$ cat config.mk
export PLATFORM = sky130hd
export DESIGN_NAME = iahc_ctrl
export DESIGN_NICKNAME = d
export VERILOG_FILES = /design/src/inc/iahc_pkg.sv /design/src/iahc_req_flag.sv /design/src/iahc_ctrl.sv
export VERILOG_INCLUDE_DIRS = /design/src /design/src/inc
export SDC_FILE = /design/constraint.sdc
export NUM_CORES = 1
export LEC_CHECK = 0
export ABC_AREA = 1
export ABC_CLOCK_PERIOD_IN_PS = 1530
export BUFFER_PORTS_ARGS = -buffer_cell sky130_fd_sc_hd__clkbuf_2
export CELL_PAD_IN_SITES_DETAIL_PLACEMENT = 1
export CELL_PAD_IN_SITES_GLOBAL_PLACEMENT = 1
export CORE_AREA = 2 2 96 107
export CTS_CLUSTER_DIAMETER = 50
export DETAILED_ROUTE_END_ITERATION = 10
export DIE_AREA = 0 0 98 109
export PLACE_DENSITY = 0.83
export REMOVE_ABC_BUFFERS = 1
export SYNTH_ARGS = -nofsm -noshare
export SYNTH_HDL_FRONTEND = slang
export SYNTH_SLANG_ARGS = --single-unit
$ cat constraint.sdc
create_clock -name clk_i -period 1.53 [get_ports clk_i]
set_input_delay 0.153 -clock clk_i [delete_from_list [all_inputs] [get_ports clk_i]]
set_output_delay 0.153 -clock clk_i [all_outputs]
set_load 0.02 [all_outputs]
$ cat src/inc/iahc_cfg.svh
// Purpose : Constants for the interrupt and halt control block
// Assumes : Included by the design files and by the testbench
// Notes   : Offsets are byte addresses on the 32-bit register bus
`ifndef IAHC_CFG_SVH
`define IAHC_CFG_SVH

// ----------------------------------------------------------------------
// Register offsets
// ----------------------------------------------------------------------
`define IAHC_OFS_REQ      8'h00
`define IAHC_OFS_EN       8'h04
`define IAHC_OFS_STAT     8'h08

// ----------------------------------------------------------------------
// Source bit positions, vectors and reset values
// ----------------------------------------------------------------------
`define IAHC_SRC_NUM      3
`define IAHC_BIT_IVT      0
`define IAHC_BIT_EXT      1
`define IAHC_BIT_TM8      2
`define IAHC_VEC_IVT      16'h0001
`define IAHC_VEC_EXT      16'h0002
`define IAHC_VEC_TM8      16'h0003
`define IAHC_RST_EN       3'h0
`define IAHC_RST_REQ      1'b0

// ----------------------------------------------------------------------
// Standby operands
// ----------------------------------------------------------------------
`define IAHC_OPND_TM8     4'h2
`define IAHC_OPND_ANY     4'h8

`endif

$ cat src/inc/iahc_pkg.sv
// Purpose : Types shared by the interrupt and halt control files
// Assumes : Sequencer signals are on the same clock as the block
// Notes   : State and opcode codes are one-hot
package iahc_pkg;

	// ------------------------------------------------------------------
	// Controller state and decoded instruction class
	// ------------------------------------------------------------------
	typedef enum logic [3:0] {
		ST_RUN    = 4'h1,
		ST_ACCEPT = 4'h2,
		ST_HALT   = 4'h4,
		ST_STOP   = 4'h8
	} iahc_state_t;

	typedef enum logic [5:0] {
		OP_NONE = 6'h01,
		OP_EI   = 6'h02,
		OP_DI   = 6'h04,
		OP_INTERRUPT_RETURN_INSTR = 6'h08,
		OP_HALT = 6'h10,
		OP_STOP = 6'h20
	} iahc_op_t;

	// ------------------------------------------------------------------
	// Sequencer request and controller answer
	// ------------------------------------------------------------------
	typedef struct packed {
		logic       cycle_end;   // Pulse: an instruction cycle ends
		logic       last_cycle;  // This cycle is the instruction's last
		iahc_op_t   op;          // Class of the instruction ending
		logic [3:0] operand;     // Standby operand
	} iahc_cpu_req_t;

	typedef struct packed {
		logic        accept;     // Acceptance cycle in progress
		logic        push;       // Push return address and flags
		logic [15:0] vector;     // Vector for program counter load
		logic        restore;    // Return: pop address and flags
		logic        halted;     // Instruction execution stopped
		logic        clk_stop;   // System clock to be stopped
		logic        resume;     // Continue with the next instruction
	} iahc_cpu_rsp_t;

endpackage : iahc_pkg

$ cat src/iahc_req_flag.sv
// Purpose : One interrupt request flag
// Assumes : All inputs are on clk_i
// Notes   : A hardware set wins over any clear in the same cycle
`timescale 1ns/1ps
`default_nettype none
`include "iahc_cfg.svh"

module iahc_req_flag
(
	input  wire logic clk_i,
	input  wire logic rst_i,
	input  wire logic hw_set_i,
	input  wire logic force_set_i,
	input  wire logic sw_wr_i,
	input  wire logic sw_val_i,
	input  wire logic take_clr_i,
	output var  logic flag_o
);
	logic flag_nxt;

	// Set by the source first, then the acceptance clear, then software
	always_comb
	begin
		flag_nxt = flag_o;
		if (hw_set_i || force_set_i)
			flag_nxt = 1'b1;
		else if (take_clr_i)
			flag_nxt = 1'b0;
		else if (sw_wr_i)
			flag_nxt = sw_val_i;
	end

	always_ff @(posedge clk_i)
	begin
		if (rst_i)
			flag_o <= `IAHC_RST_REQ;
		else
			flag_o <= flag_nxt;
	end

endmodule : iahc_req_flag
`default_nettype wire

$ cat src/iahc_ctrl.sv
// Purpose : Interrupt request, enable, acceptance and standby control
// Assumes : Sequencer and interrupt sources run on clk_i (10 MHz)
// Notes   : Key port pins arrive asynchronously and are synchronised
//
// How it works
// - Every source has an enable bit; one permits, zero blocks it.
// - A source event sets its request; acceptance clears it.
// - Software writes request bits: one raises a request, zero cancels.
// - Leaving stop mode forces the request flag to one.
// - Enabled requests are taken only at the instruction's end or on halt release.
// - Two-cycle instructions are interrupted only after their second cycle.
// - Disabled requests stay pending and are taken once enabled.
// - The highest-priority enabled request goes first; others wait.
// - Acceptance takes exactly one instruction cycle.
// - The return instruction restores and returns in one cycle.
// - Global enable acts only after the following instruction.
// - Halt stops execution, clock runs, until its release.
// - Stop halts clock and execution until its release.
// - Halt instruction enters halt; stop instruction enters stop.
// - Halt with operand two ends on a timer request.
// - Halt with operand eight ends on any enabled request.
// - Halt with operand eight also ends on a low key pin.
// - A pin release resumes at the next instruction regardless.
// - Requests from disabled sources never end operand-eight halt.
// - Enabled release: resume if globally masked, else take vector.
// - Timer release resumes, vectoring only if both enables set.
// - Priority: timer 0003, pin edge 0002, interval timer 0001.
// - Global enable: set by enable-all, cleared by mask, take, reset.
// - A halt whose conditions fail acts as a no-operation.
`timescale 1ns/1ps
`default_nettype none
`include "iahc_cfg.svh"

module iahc_ctrl
#(
	parameter int PIN_SYNC = 2
)
(
	input  wire logic                   clk_i,
	input  wire logic                   rst_i,
	// Wishbone slave
	input  wire logic [7:0]             adr_i,
	input  wire logic [31:0]            dat_i,
	input  wire logic [3:0]             sel_i,
	input  wire logic                   we_i,
	input  wire logic                   cyc_i,
	input  wire logic                   stb_i,
	output var  logic [31:0]            dat_o,
	output var  logic                   ack_o,
	// Interrupt sources, one-cycle pulses
	input  wire logic                   timer8_request_i,
	input  wire logic                   ext_pin_request_i,
	input  wire logic                   interval_timer_request_i,
	// Key port pins and port input configuration (1 = input)
	input  wire logic [3:0]             key_port_a_pins_i,
	input  wire logic [3:0]             key_port_b_pins_i,
	input  wire logic [3:0]             key_port_c_pins_i,
	input  wire logic [3:0]             key_port_d_pins_i,
	input  wire logic [11:0]            port_bcd_is_input_i,
	// Instruction sequencer
	input  wire iahc_pkg::iahc_cpu_req_t cpu_req_i,
	output var  iahc_pkg::iahc_cpu_rsp_t cpu_rsp_o
);
	import iahc_pkg::*;

	localparam int N = `IAHC_SRC_NUM;

	// ------------------------------------------------------------------
	// Declarations
	// ------------------------------------------------------------------
	iahc_state_t    state_r;
	iahc_state_t    state_nxt;
	iahc_cpu_rsp_t  rsp_nxt;
	logic [3:0]     halt_mode_r;
	logic [3:0]     halt_mode_nxt;
	logic           global_int_enable_r;
	logic           ge_nxt;
	logic           ei_arm_r;
	logic           ei_arm_nxt;
	logic [N-1:0]   source_enable_flag_r;
	logic [N-1:0]   source_request_flag;
	logic [N-1:0]   hw_set;
	logic [N-1:0]   take_clr;
	logic           force_tm8;
	logic [15:0]    pin_s1_r;
	logic [15:0]    pin_s2_r;
	logic           ack_r;
	logic [31:0]    dat_r;
	logic           unused_ok;

	// ------------------------------------------------------------------
	// Pin synchroniser: only the second stage is looked at
	// ------------------------------------------------------------------
	always_ff @(posedge clk_i)
	begin
		if (rst_i)
		begin
			pin_s1_r <= 16'hffff;
			pin_s2_r <= 16'hffff;
		end
		else
		begin
			pin_s1_r <= {key_port_d_pins_i, key_port_c_pins_i,
			             key_port_b_pins_i, key_port_a_pins_i};
			pin_s2_r <= pin_s1_r;
		end
	end

	// Port A always counts; B, C, D only where configured as inputs
	wire [11:0] bcd_low   = port_bcd_is_input_i & ~pin_s2_r[15:4];
	wire        pin_low   = ~&pin_s2_r[3:0] | (|bcd_low);
	wire        pins_high = ~pin_low;

	// ------------------------------------------------------------------
	// Sequencer decode and request selection
	// ------------------------------------------------------------------
	// A two-cycle instruction marks only its second cycle as last, so
	// no interrupt slips in between its two cycles.
	wire boundary = cpu_req_i.cycle_end & cpu_req_i.last_cycle;
	wire is_ei    = boundary & (cpu_req_i.op == OP_EI);
	wire is_di    = boundary & (cpu_req_i.op == OP_DI);
	wire is_interrupt_return_instr  = boundary & (cpu_req_i.op == OP_INTERRUPT_RETURN_INSTR);
	wire is_halt  = boundary & (cpu_req_i.op == OP_HALT);
	wire is_stop  = boundary & (cpu_req_i.op == OP_STOP);
	wire opnd_tm8 = cpu_req_i.operand == `IAHC_OPND_TM8;
	wire opnd_any = cpu_req_i.operand == `IAHC_OPND_ANY;

	// Only individually enabled requests count below, except the raw timer flag in the timer halt checks
	wire [N-1:0] pend = source_request_flag & source_enable_flag_r;
	wire         any_pend = |pend;

	// Fixed priority: 8-bit timer, then pin edge, then interval timer
	wire pick_tm8 = pend[`IAHC_BIT_TM8];
	wire pick_ext = ~pick_tm8 & pend[`IAHC_BIT_EXT];
	wire pick_ivt = ~pick_tm8 & ~pick_ext & pend[`IAHC_BIT_IVT];
	wire [15:0] pick_vec = pick_tm8 ? `IAHC_VEC_TM8 :
	                       pick_ext ? `IAHC_VEC_EXT : `IAHC_VEC_IVT;

	// Standby entry checks; a failed check leaves a no-operation
	wire halt_ok_tm8 = opnd_tm8 & ~source_request_flag[`IAHC_BIT_TM8];
	wire halt_ok_any = opnd_any & ~any_pend & pins_high;
	wire halt_go     = is_halt & (halt_ok_tm8 | halt_ok_any);
	wire stop_go     = is_stop & opnd_any & pins_high
	                   & ~pend[`IAHC_BIT_EXT];
	wire take_now    = boundary & global_int_enable_r & any_pend;

	// Halt release decisions
	wire hrel_tm8  = (halt_mode_r == `IAHC_OPND_TM8)
	                 & source_request_flag[`IAHC_BIT_TM8];
	wire hrel_pin  = (halt_mode_r == `IAHC_OPND_ANY) & pin_low;
	wire hrel_int  = (halt_mode_r == `IAHC_OPND_ANY) & any_pend;
	wire tm8_vec   = global_int_enable_r & pend[`IAHC_BIT_TM8];
	wire int_vec   = global_int_enable_r & any_pend;
	wire stop_rel  = pin_low | pend[`IAHC_BIT_EXT];

	// ------------------------------------------------------------------
	// State machine
	// ------------------------------------------------------------------
	always_comb
	begin
		state_nxt     = state_r;
		halt_mode_nxt = halt_mode_r;
		case (state_r)
			ST_RUN:
			begin
				if (take_now)
					state_nxt = ST_ACCEPT;
				else if (halt_go)
				begin
					state_nxt     = ST_HALT;
					halt_mode_nxt = cpu_req_i.operand;
				end
				else if (stop_go)
					state_nxt = ST_STOP;
			end
			ST_ACCEPT:
			begin
				// The acceptance work spans one instruction cycle
				if (cpu_req_i.cycle_end)
					state_nxt = ST_RUN;
			end
			ST_HALT:
			begin
				// Clock keeps running; only a release leaves this state
				if (hrel_tm8)
					state_nxt = tm8_vec ? ST_ACCEPT : ST_RUN;
				else if (hrel_pin)
					state_nxt = ST_RUN;
				else if (hrel_int)
					state_nxt = int_vec ? ST_ACCEPT : ST_RUN;
			end
			ST_STOP:
			begin
				// Leave through a timer halt, which then sees its flag
				if (stop_rel)
				begin
					state_nxt     = ST_HALT;
					halt_mode_nxt = `IAHC_OPND_TM8;
				end
			end
			default:
			begin
				state_nxt = ST_RUN;
			end
		endcase
	end

	wire entering_take = (state_nxt == ST_ACCEPT) & (state_r != ST_ACCEPT);
	assign force_tm8   = (state_r == ST_STOP) & stop_rel;

	// ------------------------------------------------------------------
	// Global enable: armed by enable-all, live after the next instruction
	// ------------------------------------------------------------------
	always_comb
	begin
		ge_nxt     = global_int_enable_r;
		ei_arm_nxt = ei_arm_r;
		if (boundary)
		begin
			ei_arm_nxt = is_ei;
			if (ei_arm_r)
				ge_nxt = 1'b1;
		end
		if (is_di || entering_take)
		begin
			ge_nxt     = 1'b0;
			ei_arm_nxt = 1'b0;
		end
	end

	// ------------------------------------------------------------------
	// Answer to the sequencer
	// ------------------------------------------------------------------
	always_comb
	begin
		rsp_nxt          = '0;
		rsp_nxt.accept   = state_nxt == ST_ACCEPT;
		rsp_nxt.push     = entering_take;
		rsp_nxt.vector   = entering_take ? pick_vec : cpu_rsp_o.vector;
		rsp_nxt.restore  = is_interrupt_return_instr & (state_r == ST_RUN);
		rsp_nxt.halted   = (state_nxt == ST_HALT) | (state_nxt == ST_STOP);
		rsp_nxt.clk_stop = state_nxt == ST_STOP;
		rsp_nxt.resume   = (state_r == ST_HALT) & (state_nxt == ST_RUN);
	end

	always_ff @(posedge clk_i)
	begin
		if (rst_i)
		begin
			state_r             <= ST_RUN;
			halt_mode_r         <= 4'h0;
			global_int_enable_r <= 1'b0;
			ei_arm_r            <= 1'b0;
			cpu_rsp_o           <= '0;
		end
		else
		begin
			state_r             <= state_nxt;
			halt_mode_r         <= halt_mode_nxt;
			global_int_enable_r <= ge_nxt;
			ei_arm_r            <= ei_arm_nxt;
			cpu_rsp_o           <= rsp_nxt;
		end
	end

	// ------------------------------------------------------------------
	// Wishbone slave: ack one cycle after the strobe, drop it after
	// ------------------------------------------------------------------
	// Writes land on the edge at which the master sees ack high
	wire wb_req = cyc_i & stb_i;
	wire wb_wr  = wb_req & ack_r & we_i & sel_i[0];
	wire wr_req = wb_wr & (adr_i == `IAHC_OFS_REQ);
	wire wr_en  = wb_wr & (adr_i == `IAHC_OFS_EN);
	wire [31:0] rd_mux =
		(adr_i == `IAHC_OFS_REQ)  ? {29'h0, source_request_flag} :
		(adr_i == `IAHC_OFS_EN)   ? {29'h0, source_enable_flag_r} :
		(adr_i == `IAHC_OFS_STAT) ? {22'h0, halt_mode_r, state_r,
		                             ei_arm_r, global_int_enable_r} :
		32'h0;

	always_ff @(posedge clk_i)
	begin
		if (rst_i)
		begin
			ack_r                <= 1'b0;
			dat_r                <= 32'h0;
			source_enable_flag_r <= `IAHC_RST_EN;
		end
		else
		begin
			ack_r <= wb_req & ~ack_r;
			dat_r <= rd_mux;
			if (wr_en)
				source_enable_flag_r <= dat_i[N-1:0];
		end
	end

	assign ack_o = ack_r;
	assign dat_o = dat_r;
	assign unused_ok = ^{dat_i[31:N], sel_i[3:1]};

	// ------------------------------------------------------------------
	// Request flags, one cell per source
	// ------------------------------------------------------------------
	assign hw_set   = {timer8_request_i, ext_pin_request_i,
	                   interval_timer_request_i};
	assign take_clr = entering_take ? {pick_tm8, pick_ext, pick_ivt}
	                                : 3'h0;

	genvar g;
	generate
		for (g = 0; g < N; g++)
		begin : g_flag
			iahc_req_flag u_flag
			(
				.clk_i       (clk_i),
				.rst_i       (rst_i),
				.hw_set_i    (hw_set[g]),
				.force_set_i (force_tm8 && (g == `IAHC_BIT_TM8)),
				.sw_wr_i     (wr_req),
				.sw_val_i    (dat_i[g]),
				.take_clr_i  (take_clr[g]),
				.flag_o      (source_request_flag[g])
			);
		end
	endgenerate
endmodule : iahc_ctrl
`default_nettype wire

==> flow_summary.yaml, run 1 <==
outcome:
  status: "complete, but fails checks"
  violations: "setup timing"
setup_path:
  cp_slowest_stage_delay_ps: 320
  reg2regPathDepth: 13
  crit_chain: "nand2_1 > nor2_1 > nand3_1 > nor2_2 > nand2_2 > inv_2 > nand3_4 > nand2_2 > nand3_2 > nand2_2 > inv_4 > buf_6 > nor2_4"
  cp_common_cell: "nand2_2"
  reg2reg_slack_ps: -110
  r2r-end: "cpu_rsp_o[1]$_SDFF_PP0_"
  critical_path_required_ps: 1810
  arrival_ps: 1910
  start_kind: "flop"
  path_class: "reg2reg"
  slowest_stage: "dfxtp_2"
  reg2reg_from: "pin_s2_r[3]$_SDFF_PP1_"
  worstSetupEndpointType: "flop"
  crit_fanout: 4
route:
  wl_per_cell_um: 13.0
  drt-initial-drc-count: 34
  drt-met1-wl_um: 3140
  routed_via_density: 4.32
  top_layer_used: "met4"
  met2_length_um: 4470
  vias: 2687
  wl_um: 8090
  wl_met3_um: 380
  drcViolationCount: 0
  firstDrtPassIters: 4
  drtAntennaViolNets: 0
job:
  drv_cap: 0
clock_network:
  cts_buffers: 9
  htree_levels: 3
  cts_buffer_depth: 2
  clk_latency_ps: 340
  cts.sinks: 67
  cts_tree: "built"
  path_clk_slew_ps: 80
  root_buffer: "clkbuf_8"
layout:
  stdcell_area_sq_um: 4180
  postLayoutCoreUtil_pct: 43.3
  antennaDiodeCount: 0
  final_nets: 589
  layout-drive-gt1-share_pct: 43.6
  area_growth_pct: 39.5
worst_hold_path:
  hold_depth: 3
  min-delay-start: "ext_pin_request_i"
  hp-class: "in2reg"
  hold_path_end: "g_flag[1].u_flag.flag_o$_SDFFE_PP0P_"
power:
  intPower_uw: 3230
  power.share.switching_pct: 22.9
  power_frac_comb_pct: 10.6
  leakage_uw: 0.00208
  irDropWorstVdd_mv: 0.438
  clkPwrFrac_pct: 46.1
  cellPowerDensity_nw_per_um2: 1000
  seqPwrFrac_pct: 43.3
  switchingPower_uw: 961
grt:
  globalRouteTotalUtil_pct: 15.4
  grt_antenna_before_repair: 0
  grt_max_degree: 43
  grt_pass1_wl_um: 12800
  grt_pass1_vias: 2749
  gr-total-overflow: 0
timing:
  max_freq_mhz: 611
  hold_viol: 0
  final-setup-viol-count: 17
  fin_ws_ps: -107
  final_max_slew_viol_count: 0
  worstMarginPinSlew_ps: 548
  finalClockSkew_ps: 6.29
  finalCritPeriodShare_pct: 107
  slew_headroom_pct: 63.1
  grt_setup_unrepaired: "true"
  period_needed_ps: 1640
die:
  start_util_pct: 31.1
  row_count: 38
  die-height_um: 109
  fp.coreArea_sq_um: 9650
  pin_count: 147
  die_x_um: 98
  dieArea_sq_um: 10700
yosys:
  post-synth-top-count-cell: "dfxtp_1"
  ys_ff_latch: 67
  seq_area_frac_synth_pct: 44.7
  synth.distinct_cells: 35
  ys_warn_count: 0
  synthArstFlopShare_pct: 0
  synth_area_leaders: "dfxtp_1 45%, buf_4 9.0%, nand2_1 7.1%"
  synthTopCellsByCount: "67 x dfxtp_1, 57 x nand2_1, 46 x inv_1"
  ys.flop_type: "dfxtp_1"
  synth_top_area_share_pct: 44.7
  syn_avg_cell_area_sq_um: 8.00
  netlist_instances: 375
  synth_edf_count: 0
  synth_area_leader_cell: "dfxtp_1"
  syn_area_sq_um: 3000
placed_design:
  place.port_buffers: 78
  place_hpwl_um: 5760
  place.gp.congestion: 0.819
  placed_area_sq_um: 3550
## how the worst max path moves through the flow
stage	start	end	slack [ps]	depth (start not counted)
after floorplan	g_flag[1].u_flag.flag_o$_SDFFE_PP0P_	g_flag[1].u_flag.flag_o$_SDFFE_PP0P_	170	13
after global placement	pin_s2_r[0]$_SDFF_PP1_	cpu_rsp_o[0]$_SDFF_PP0_	-90	11
after detailed placement	pin_s2_r[0]$_SDFF_PP1_	cpu_rsp_o[0]$_SDFF_PP0_	-140	11
after CTS	pin_s2_r[1]$_SDFF_PP1_	g_flag[2].u_flag.flag_o$_SDFFE_PP0P_	-90	13
after global routing	pin_s2_r[3]$_SDFF_PP1_	cpu_rsp_o[0]$_SDFF_PP0_	-280	12
final	pin_s2_r[3]$_SDFF_PP1_	cpu_rsp_o[1]$_SDFF_PP0_	-110	13
## state kept, by name (all words and copies together) (netlist names)
name	cells
pin_s1_r	16
pin_s2_r	16
dat_o	10
cpu_rsp_o	8
halt_mode_r	4
state_r	4
g_flag.u_flag.flag_o	3
source_enable_flag_r	3
ack_o	1
ei_arm_r	1
global_int_enable_r	1
## stage by stage
step	instances	power, uW	hold slack (ps)	setup slack (ps)	TNS (ps)
after floorplan	368	2060	222	173	0
after global placement	587	2220	338	-88.8	-488
after detailed placement	587	2230	340	-143	-1240
after CTS	620	4230	8.29	-93.2	-672
after global routing	622	4380	18.3	-284	-3620
final	622	4190	30.5	-107	-985
## layout make-up
type,count,area [sq um]
clock buffers,10,128
clock inverters,6,138
fillers,1173,5470
inverters,55,209
multi-input cells,246,1460
flip-flops and latches,67,1350
well taps,120,150
repair buffers,118,754
## logic make-up after synthesis
kind of cell / Yosys count / share of synthesized area, %
buf+inv: 97 / 16.7
simple gates: 181 / 32.3
other cells: 1 / 0.125
mux: 1 / 0.375
compound gates: 28 / 5.76
flops: 67 / 44.7
## layer usage
metal,up-vias,track usage [%]
met2,76,29.8
met5,-,0
met3,8,4.29
li1,1341,-
met1,1262,16.3
met4,0,4.17
## what timing repair did
item | in CTS | in global routing
cloned | 0 | 0
pin swaps | 11 | 23
resized for setup | 20 | 32
setup endpoints to repair | 20 | 20
endpoints found under the hold margin | 16 | 0
setup buffers | 1 | 2
hold buffers | 16 | 0
## critical path, delay by kind of cell, from the launching register on
kind	cells	cell delay, ps
buf+inv	3	280
simple gates	10	980
flops	1	320
## power by group through the flow
stage          Sequential (uW)  Combinational [uW]  Clock, uW
3_3_place_gp              1850                 368          0
5_1_grt                   1820                 490       2080
6_report                  1810                 445       1930
3_5_place_dp              1850                 382          0
4_1_cts                   1810                 428       2000
2_1_floorplan             1850                 209          0
## layout by cell type, fill, tap and decap left out, types with 5 or more instances in the layout
cell           netlist  final
clkbuf_2             0     78
dfxtp_1             67     64
inv_1               46     45
nand2_1             57     44
conb_1               1     36
or2_2               33     33
nor2_1              37     31
buf_4               36     20
dlygate4sd3_1        0     16
nand2_2              5     14
clkbuf_8             0      9
nand3_1             14      8
inv_2                8      8
a21oi_1             13      8
nand2_4              4      7
nand3_2              3      7
a21oi_2              2      6
nand4_1              6      6
nor4_1               5      5
nor3_2               3      5
(Power assumes the default switching activity.)
==> inputs of run 2 (changes only) <==
- SKIP_CTS_REPAIR_TIMING: not set -> 1
==> run 2 against run 1 <==
Net effect:
- the flow still finishes with violations (setup timing)
- combinational power is 4% lower
- non-clock buffer count is 4 lower
- fmax is 2.2% higher
- clock power hardly changed
- die area stayed put
- highest routed layer unchanged
==> flow_summary.yaml, run 2 (synthesis results as in run 1) <==
power:
  irDropWorstVdd_mv: 0.416
  seqPwrFrac_pct: 43.5
  intPower_uw: 3220
  leakage_uw: 0.00205
  clkPwrFrac_pct: 46.2
  power.share.switching_pct: 22.6
  power_frac_comb_pct: 10.2
  power.total_uw: 4160
  switchingPower_uw: 941
  cellPowerDensity_nw_per_um2: 1040
placed_design:
  placed_area_sq_um: 3550
  place.gp.congestion: 0.819
  place.port_buffers: 78
  place_hpwl_um: 5760
setup_path:
  critical_path_required_ps: 1800
  arrival_ps: 1870
  start_kind: "flop"
  crit_fanout: 4
  path_class: "reg2reg"
  worstSetupEndpointType: "flop"
route:
  drt-initial-drc-count: 35
  drcViolationCount: 0
  wl_um: 7700
  wl_per_cell_um: 12.5
  routed_via_density: 4.27
  firstDrtPassIters: 4
  vias: 2639
  drtAntennaViolNets: 0
outcome:
  status: "complete, but fails checks"
  violations: "setup timing"
layout:
  area_growth_pct: 34.0
  fill_cells: 1190
  most-common-layout-cells: "78 x clkbuf_2, 63 x dfxtp_1, 51 x nand2_1"
  stdcell_area_sq_um: 4020
  layout-drive-gt1-share_pct: 39.4
  postLayoutCoreUtil_pct: 41.6
  layout_commonest_cell: "clkbuf_2"
  antennaDiodeCount: 0
  final_nets: 585
die:
  die-height_um: 109
  fp.coreArea_sq_um: 9650
  die_x_um: 98
  row_count: 38
  dieArea_sq_um: 10700
  pin_count: 147
  start_util_pct: 31.1
timing:
  setup_tns_ps: -537
  period_needed_ps: 1600
  slew_headroom_pct: 63.0
  hold_viol: 0
  max_freq_mhz: 624
  final_max_slew_viol_count: 0
  grt_setup_unrepaired: "true"
  finalClockSkew_ps: 8.05
  worstMarginPinSlew_ps: 551
  fin_ws_ps: -71.7
  final-setup-viol-count: 15
  finalCritPeriodShare_pct: 105
clock_network:
  cts_buffers: 9
  cts_tree: "built"
  clk_latency_ps: 330
  htree_levels: 3
  path_clk_slew_ps: 80
  cts.sinks: 67
  cts_buffer_depth: 2
  root_buffer: "clkbuf_8"
worst_hold_path:
  hp-class: "in2reg"
grt:
  grt_pass1_vias: 2555
  grt_max_degree: 43
  globalRouteTotalUtil_pct: 14.1
  grt_pass1_wl_um: 11900
  gr-total-overflow: 0
  grt_antenna_before_repair: 0
job:
  drv_cap: 0
[run 2: cell count changes in the layout (fill, tap and decap cells not counted), moves of 3 or more]
| cell | before | now |
|---|---|---|
| nand2_2 | 14 | 10 |
| a21oi_2 | 6 | 1 |
| a21oi_1 | 8 | 13 |
| nor2_1 | 31 | 35 |
| nand2_1 | 44 | 51 |
| buf_6 | 3 | 0 |
| nand3_1 | 8 | 12 |
| nand3_2 | 7 | 4 |
[run 2: power by group through the flow]
stage	Clock [uW]	Sequential, uW	Combinational, uW
after floorplan	0	1850	209
after global placement	0	1850	368
after detailed placement	0	1850	382
after CTS	2000	1810	386
after global routing	2080	1820	472
final	1930	1810	427
[run 2: final timing paths]
path	from	slack, ps	end	cells past startpoint
worst max register to register	pin_s2_r[2]$_SDFF_PP1_	-70	cpu_rsp_o[0]$_SDFF_PP0_	11
worst max-delay path	pin_s2_r[2]$_SDFF_PP1_	-70	cpu_rsp_o[0]$_SDFF_PP0_	11
worst min register to register	pin_s1_r[7]$_SDFF_PP1_	410	pin_s2_r[7]$_SDFF_PP1_	1
worst min-delay path	key_port_c_pins_i[1]	8	pin_s1_r[9]$_SDFF_PP1_	2
[run 2: area by class of cell]
cell class                 instances  area, sq um  share of cell area (%)
clock buffer                      10          128                    3.18
inverter                          55          206                    5.14
tap                              120          150                    3.74
multi-input combinational        246         1340                    33.4
clock inverter                     6          138                    3.43
sequential                        67         1350                    33.5
timing repair buffer             114          708                    17.6
[run 2: metrics by stage]
stage          worst slack [ps]  hold WS, ps  instances
2_1_floorplan               173          222        368
3_3_place_gp              -88.8          338        587
3_5_place_dp               -143          340        587
4_1_cts                    -191        -26.8        603
5_1_grt                    -297         1.93        618
6_report                  -71.7         8.47        618
[run 2: worst max-delay path, stage by stage, from the launching register on]
cell and delay (ps):
dfxtp_2 320, nand2_1 50, nor2_1 110, nand3_1 100, nor2_2 100, nand2_2 110, a21oi_2 150, or2_4 160
nand2_1 90, a21oi_4 160, nand3_2 80, nor2_1 90
[run 2: layer usage]
metal	vias to the layer above	part of all wire [%]	track usage, %
met3	6	5.4	4.04
met4	0	1.0	3.57
met2	79	54	26.4
met5	-	0	0
met1	1224	40	15.7
li1	1330	-	-
==> inputs of run 3 (changes only) <==
- CORE_AREA: 2 2 96 107 -> 2 2 100 102
- DIE_AREA: 0 0 98 109 -> 0 0 102 104
- PLACE_DENSITY: 0.83 -> 0.84
- SLEW_MARGIN: not set -> 40
==> run 3 against run 2 <==
Net effect:
- the flow still finishes with violations (setup timing)
- global-route usage up 0.20 points
- sequential power hardly changed
- largest power group unchanged
- worst setup slack lost 98 ps
- wire length is 4.3% higher
- register-to-register slack worse by 98 ps
- combinational power rose by 2%
- design area increased by 0.34%
- fmax decreased by 5.8%
- utilization up 0.59 points
- count of clock-buffer cells in the layout stayed put
==> flow_summary.yaml, run 3 (synthesis results as in run 1) <==
placed_design:
  placed_area_sq_um: 3530
  place.gp.congestion: 0.814
  pre_cts_ws_ps: -150
  place_hpwl_um: 5940
  place.port_buffers: 78
power:
  irDropWorstVdd_mv: 0.430
  intPower_uw: 3100
  clkPwrFrac_pct: 44.9
  leakage_uw: 0.00203
  power_frac_comb_pct: 10.6
  cellPowerDensity_nw_per_um2: 1010
  switchingPower_uw: 977
  seqPwrFrac_pct: 44.4
  power.share.switching_pct: 23.9
route:
  vias: 2662
  wl_um: 8030
  routed_via_density: 4.23
  drt-initial-drc-count: 44
  drcViolationCount: 0
  drtAntennaViolNets: 0
  firstDrtPassIters: 4
  wl_per_cell_um: 12.8
grt:
  grt_antenna_before_repair: 0
  grt_pass1_vias: 2689
  globalRouteTotalUtil_pct: 14.3
  grt_pass1_wl_um: 11900
  grt_max_degree: 29
  gr-total-overflow: 0
setup_path:
  crit_fanout: 5
  path_class: "reg2reg"
  arrival_ps: 1960
  critical_path_required_ps: 1790
  start_kind: "flop"
  worstSetupEndpointType: "flop"
die:
  start_util_pct: 31.4
  row_count: 36
  die_x_um: 102
  dieArea_sq_um: 10600
  pin_count: 147
  die-height_um: 104
  fp.coreArea_sq_um: 9550
layout:
  most-common-layout-cells: "78 x clkbuf_2, 62 x dfxtp_1, 47 x nand2_1"
  area_growth_pct: 34.4
  layout_commonest_cell: "clkbuf_2"
  fill_cells: 1202
  antennaDiodeCount: 0
  stdcell_area_sq_um: 4030
  layout-drive-gt1-share_pct: 40.9
  final_nets: 583
timing:
  finalCritPeriodShare_pct: 111
  period_needed_ps: 1700
  final-setup-viol-count: 9
  final_max_slew_viol_count: 0
  finalClockSkew_ps: 9.26
  slew_headroom_pct: 63.7
  grt_setup_unrepaired: "true"
  max_freq_mhz: 588
  worstMarginPinSlew_ps: 539
  fin_ws_ps: -170
  hold_viol: 0
clock_network:
  htree_levels: 3
  root_buffer: "clkbuf_8"
  clk_latency_ps: 350
  cts_tree: "built"
  path_clk_slew_ps: 70
  cts_buffers: 9
  cts.sinks: 67
  cts_buffer_depth: 2
job:
  drv_cap: 0
outcome:
  status: "complete, but fails checks"
  violations: "setup timing"
worst_hold_path:
  hp-class: "in2reg"
-- run 3: cell count changes in the layout (fill, tap and decap cells not counted), moves of 2 or more --
cell and change:
buf_4 -2, a21oi_1 -3, nand2_2 +3, a21oi_2 +3, nand2_1 -4
-- run 3: layout make-up --
class	instances	area [sq um]	share of cell area, %
clock buffer	10	138	3.41
clock inverter	6	113	2.79
inverter	55	206	5.12
multi-input combinational	246	1380	34.2
sequential	67	1350	33.4
tap	133	166	4.13
timing repair buffer	112	683	16.9
-- run 3: through the flow --
step / hold slack, ps / total power [uW] / cells / setup TNS [ps] / utilization [%]
4_1_cts: -30.2 / 4070 / 613 / -1790 / 39.6
6_report: 21.5 / 4080 / 629 / -508 / 42.2
3_5_place_dp: 342 / 2230 / 597 / -1200 / 36.9
5_1_grt: 16.2 / 4240 / 629 / -2800 / 42.2
3_3_place_gp: 337 / 2210 / 597 / -714 / 36.9
2_1_floorplan: 222 / 2060 / 368 / 0 / -
-- run 3: final timing paths --
check / slack [ps] / endpoint / cells after the start / start
worst min-delay path: 20 / pin_s1_r[4]$_SDFF_PP1_ / 2 / key_port_b_pins_i[0]
worst max register to register: -170 / halt_mode_r[1]$_SDFFE_PP0P_ / 11 / g_flag[2].u_flag.flag_o$_SDFFE_PP0P_
worst min register to register: 410 / pin_s2_r[6]$_SDFF_PP1_ / 1 / pin_s1_r[6]$_SDFF_PP1_
worst max-delay path: -170 / halt_mode_r[1]$_SDFFE_PP0P_ / 11 / g_flag[2].u_flag.flag_o$_SDFFE_PP0P_
-- run 3: routing by layer --
layer / vias to the layer above / global-route usage [%] / routed length, um
li1: 1327 / - / -
met1: 1243 / 16.0 / 3270
met2: 76 / 25.1 / 4250
met3: 16 / 3.49 / 344
met4: 0 / 6.38 / 161
met5: - / 0 / 0
-- run 3: power groups by stage --
| stage | sequential (uW) | clock [uW] | combinational (uW) |
|---|---|---|---|
| floorplan | 1850 | 0 | 209 |
| global placement | 1850 | 0 | 362 |
| detailed placement | 1850 | 0 | 376 |
| CTS | 1810 | 1880 | 379 |
| global route | 1820 | 1940 | 482 |
| finish | 1810 | 1830 | 434 |
-- run 3: critical path, stage by stage, from the launching register on --
cell     delay [ps]
dfxtp_2         340
nand2_1         110
nand2_2          80
inv_2            80
nand2_4          70
nand3_1         110
inv_1            90
nor2_4          190
nand3_2         130
nand2_2         130
o21ai_1          80
a21oi_1         180
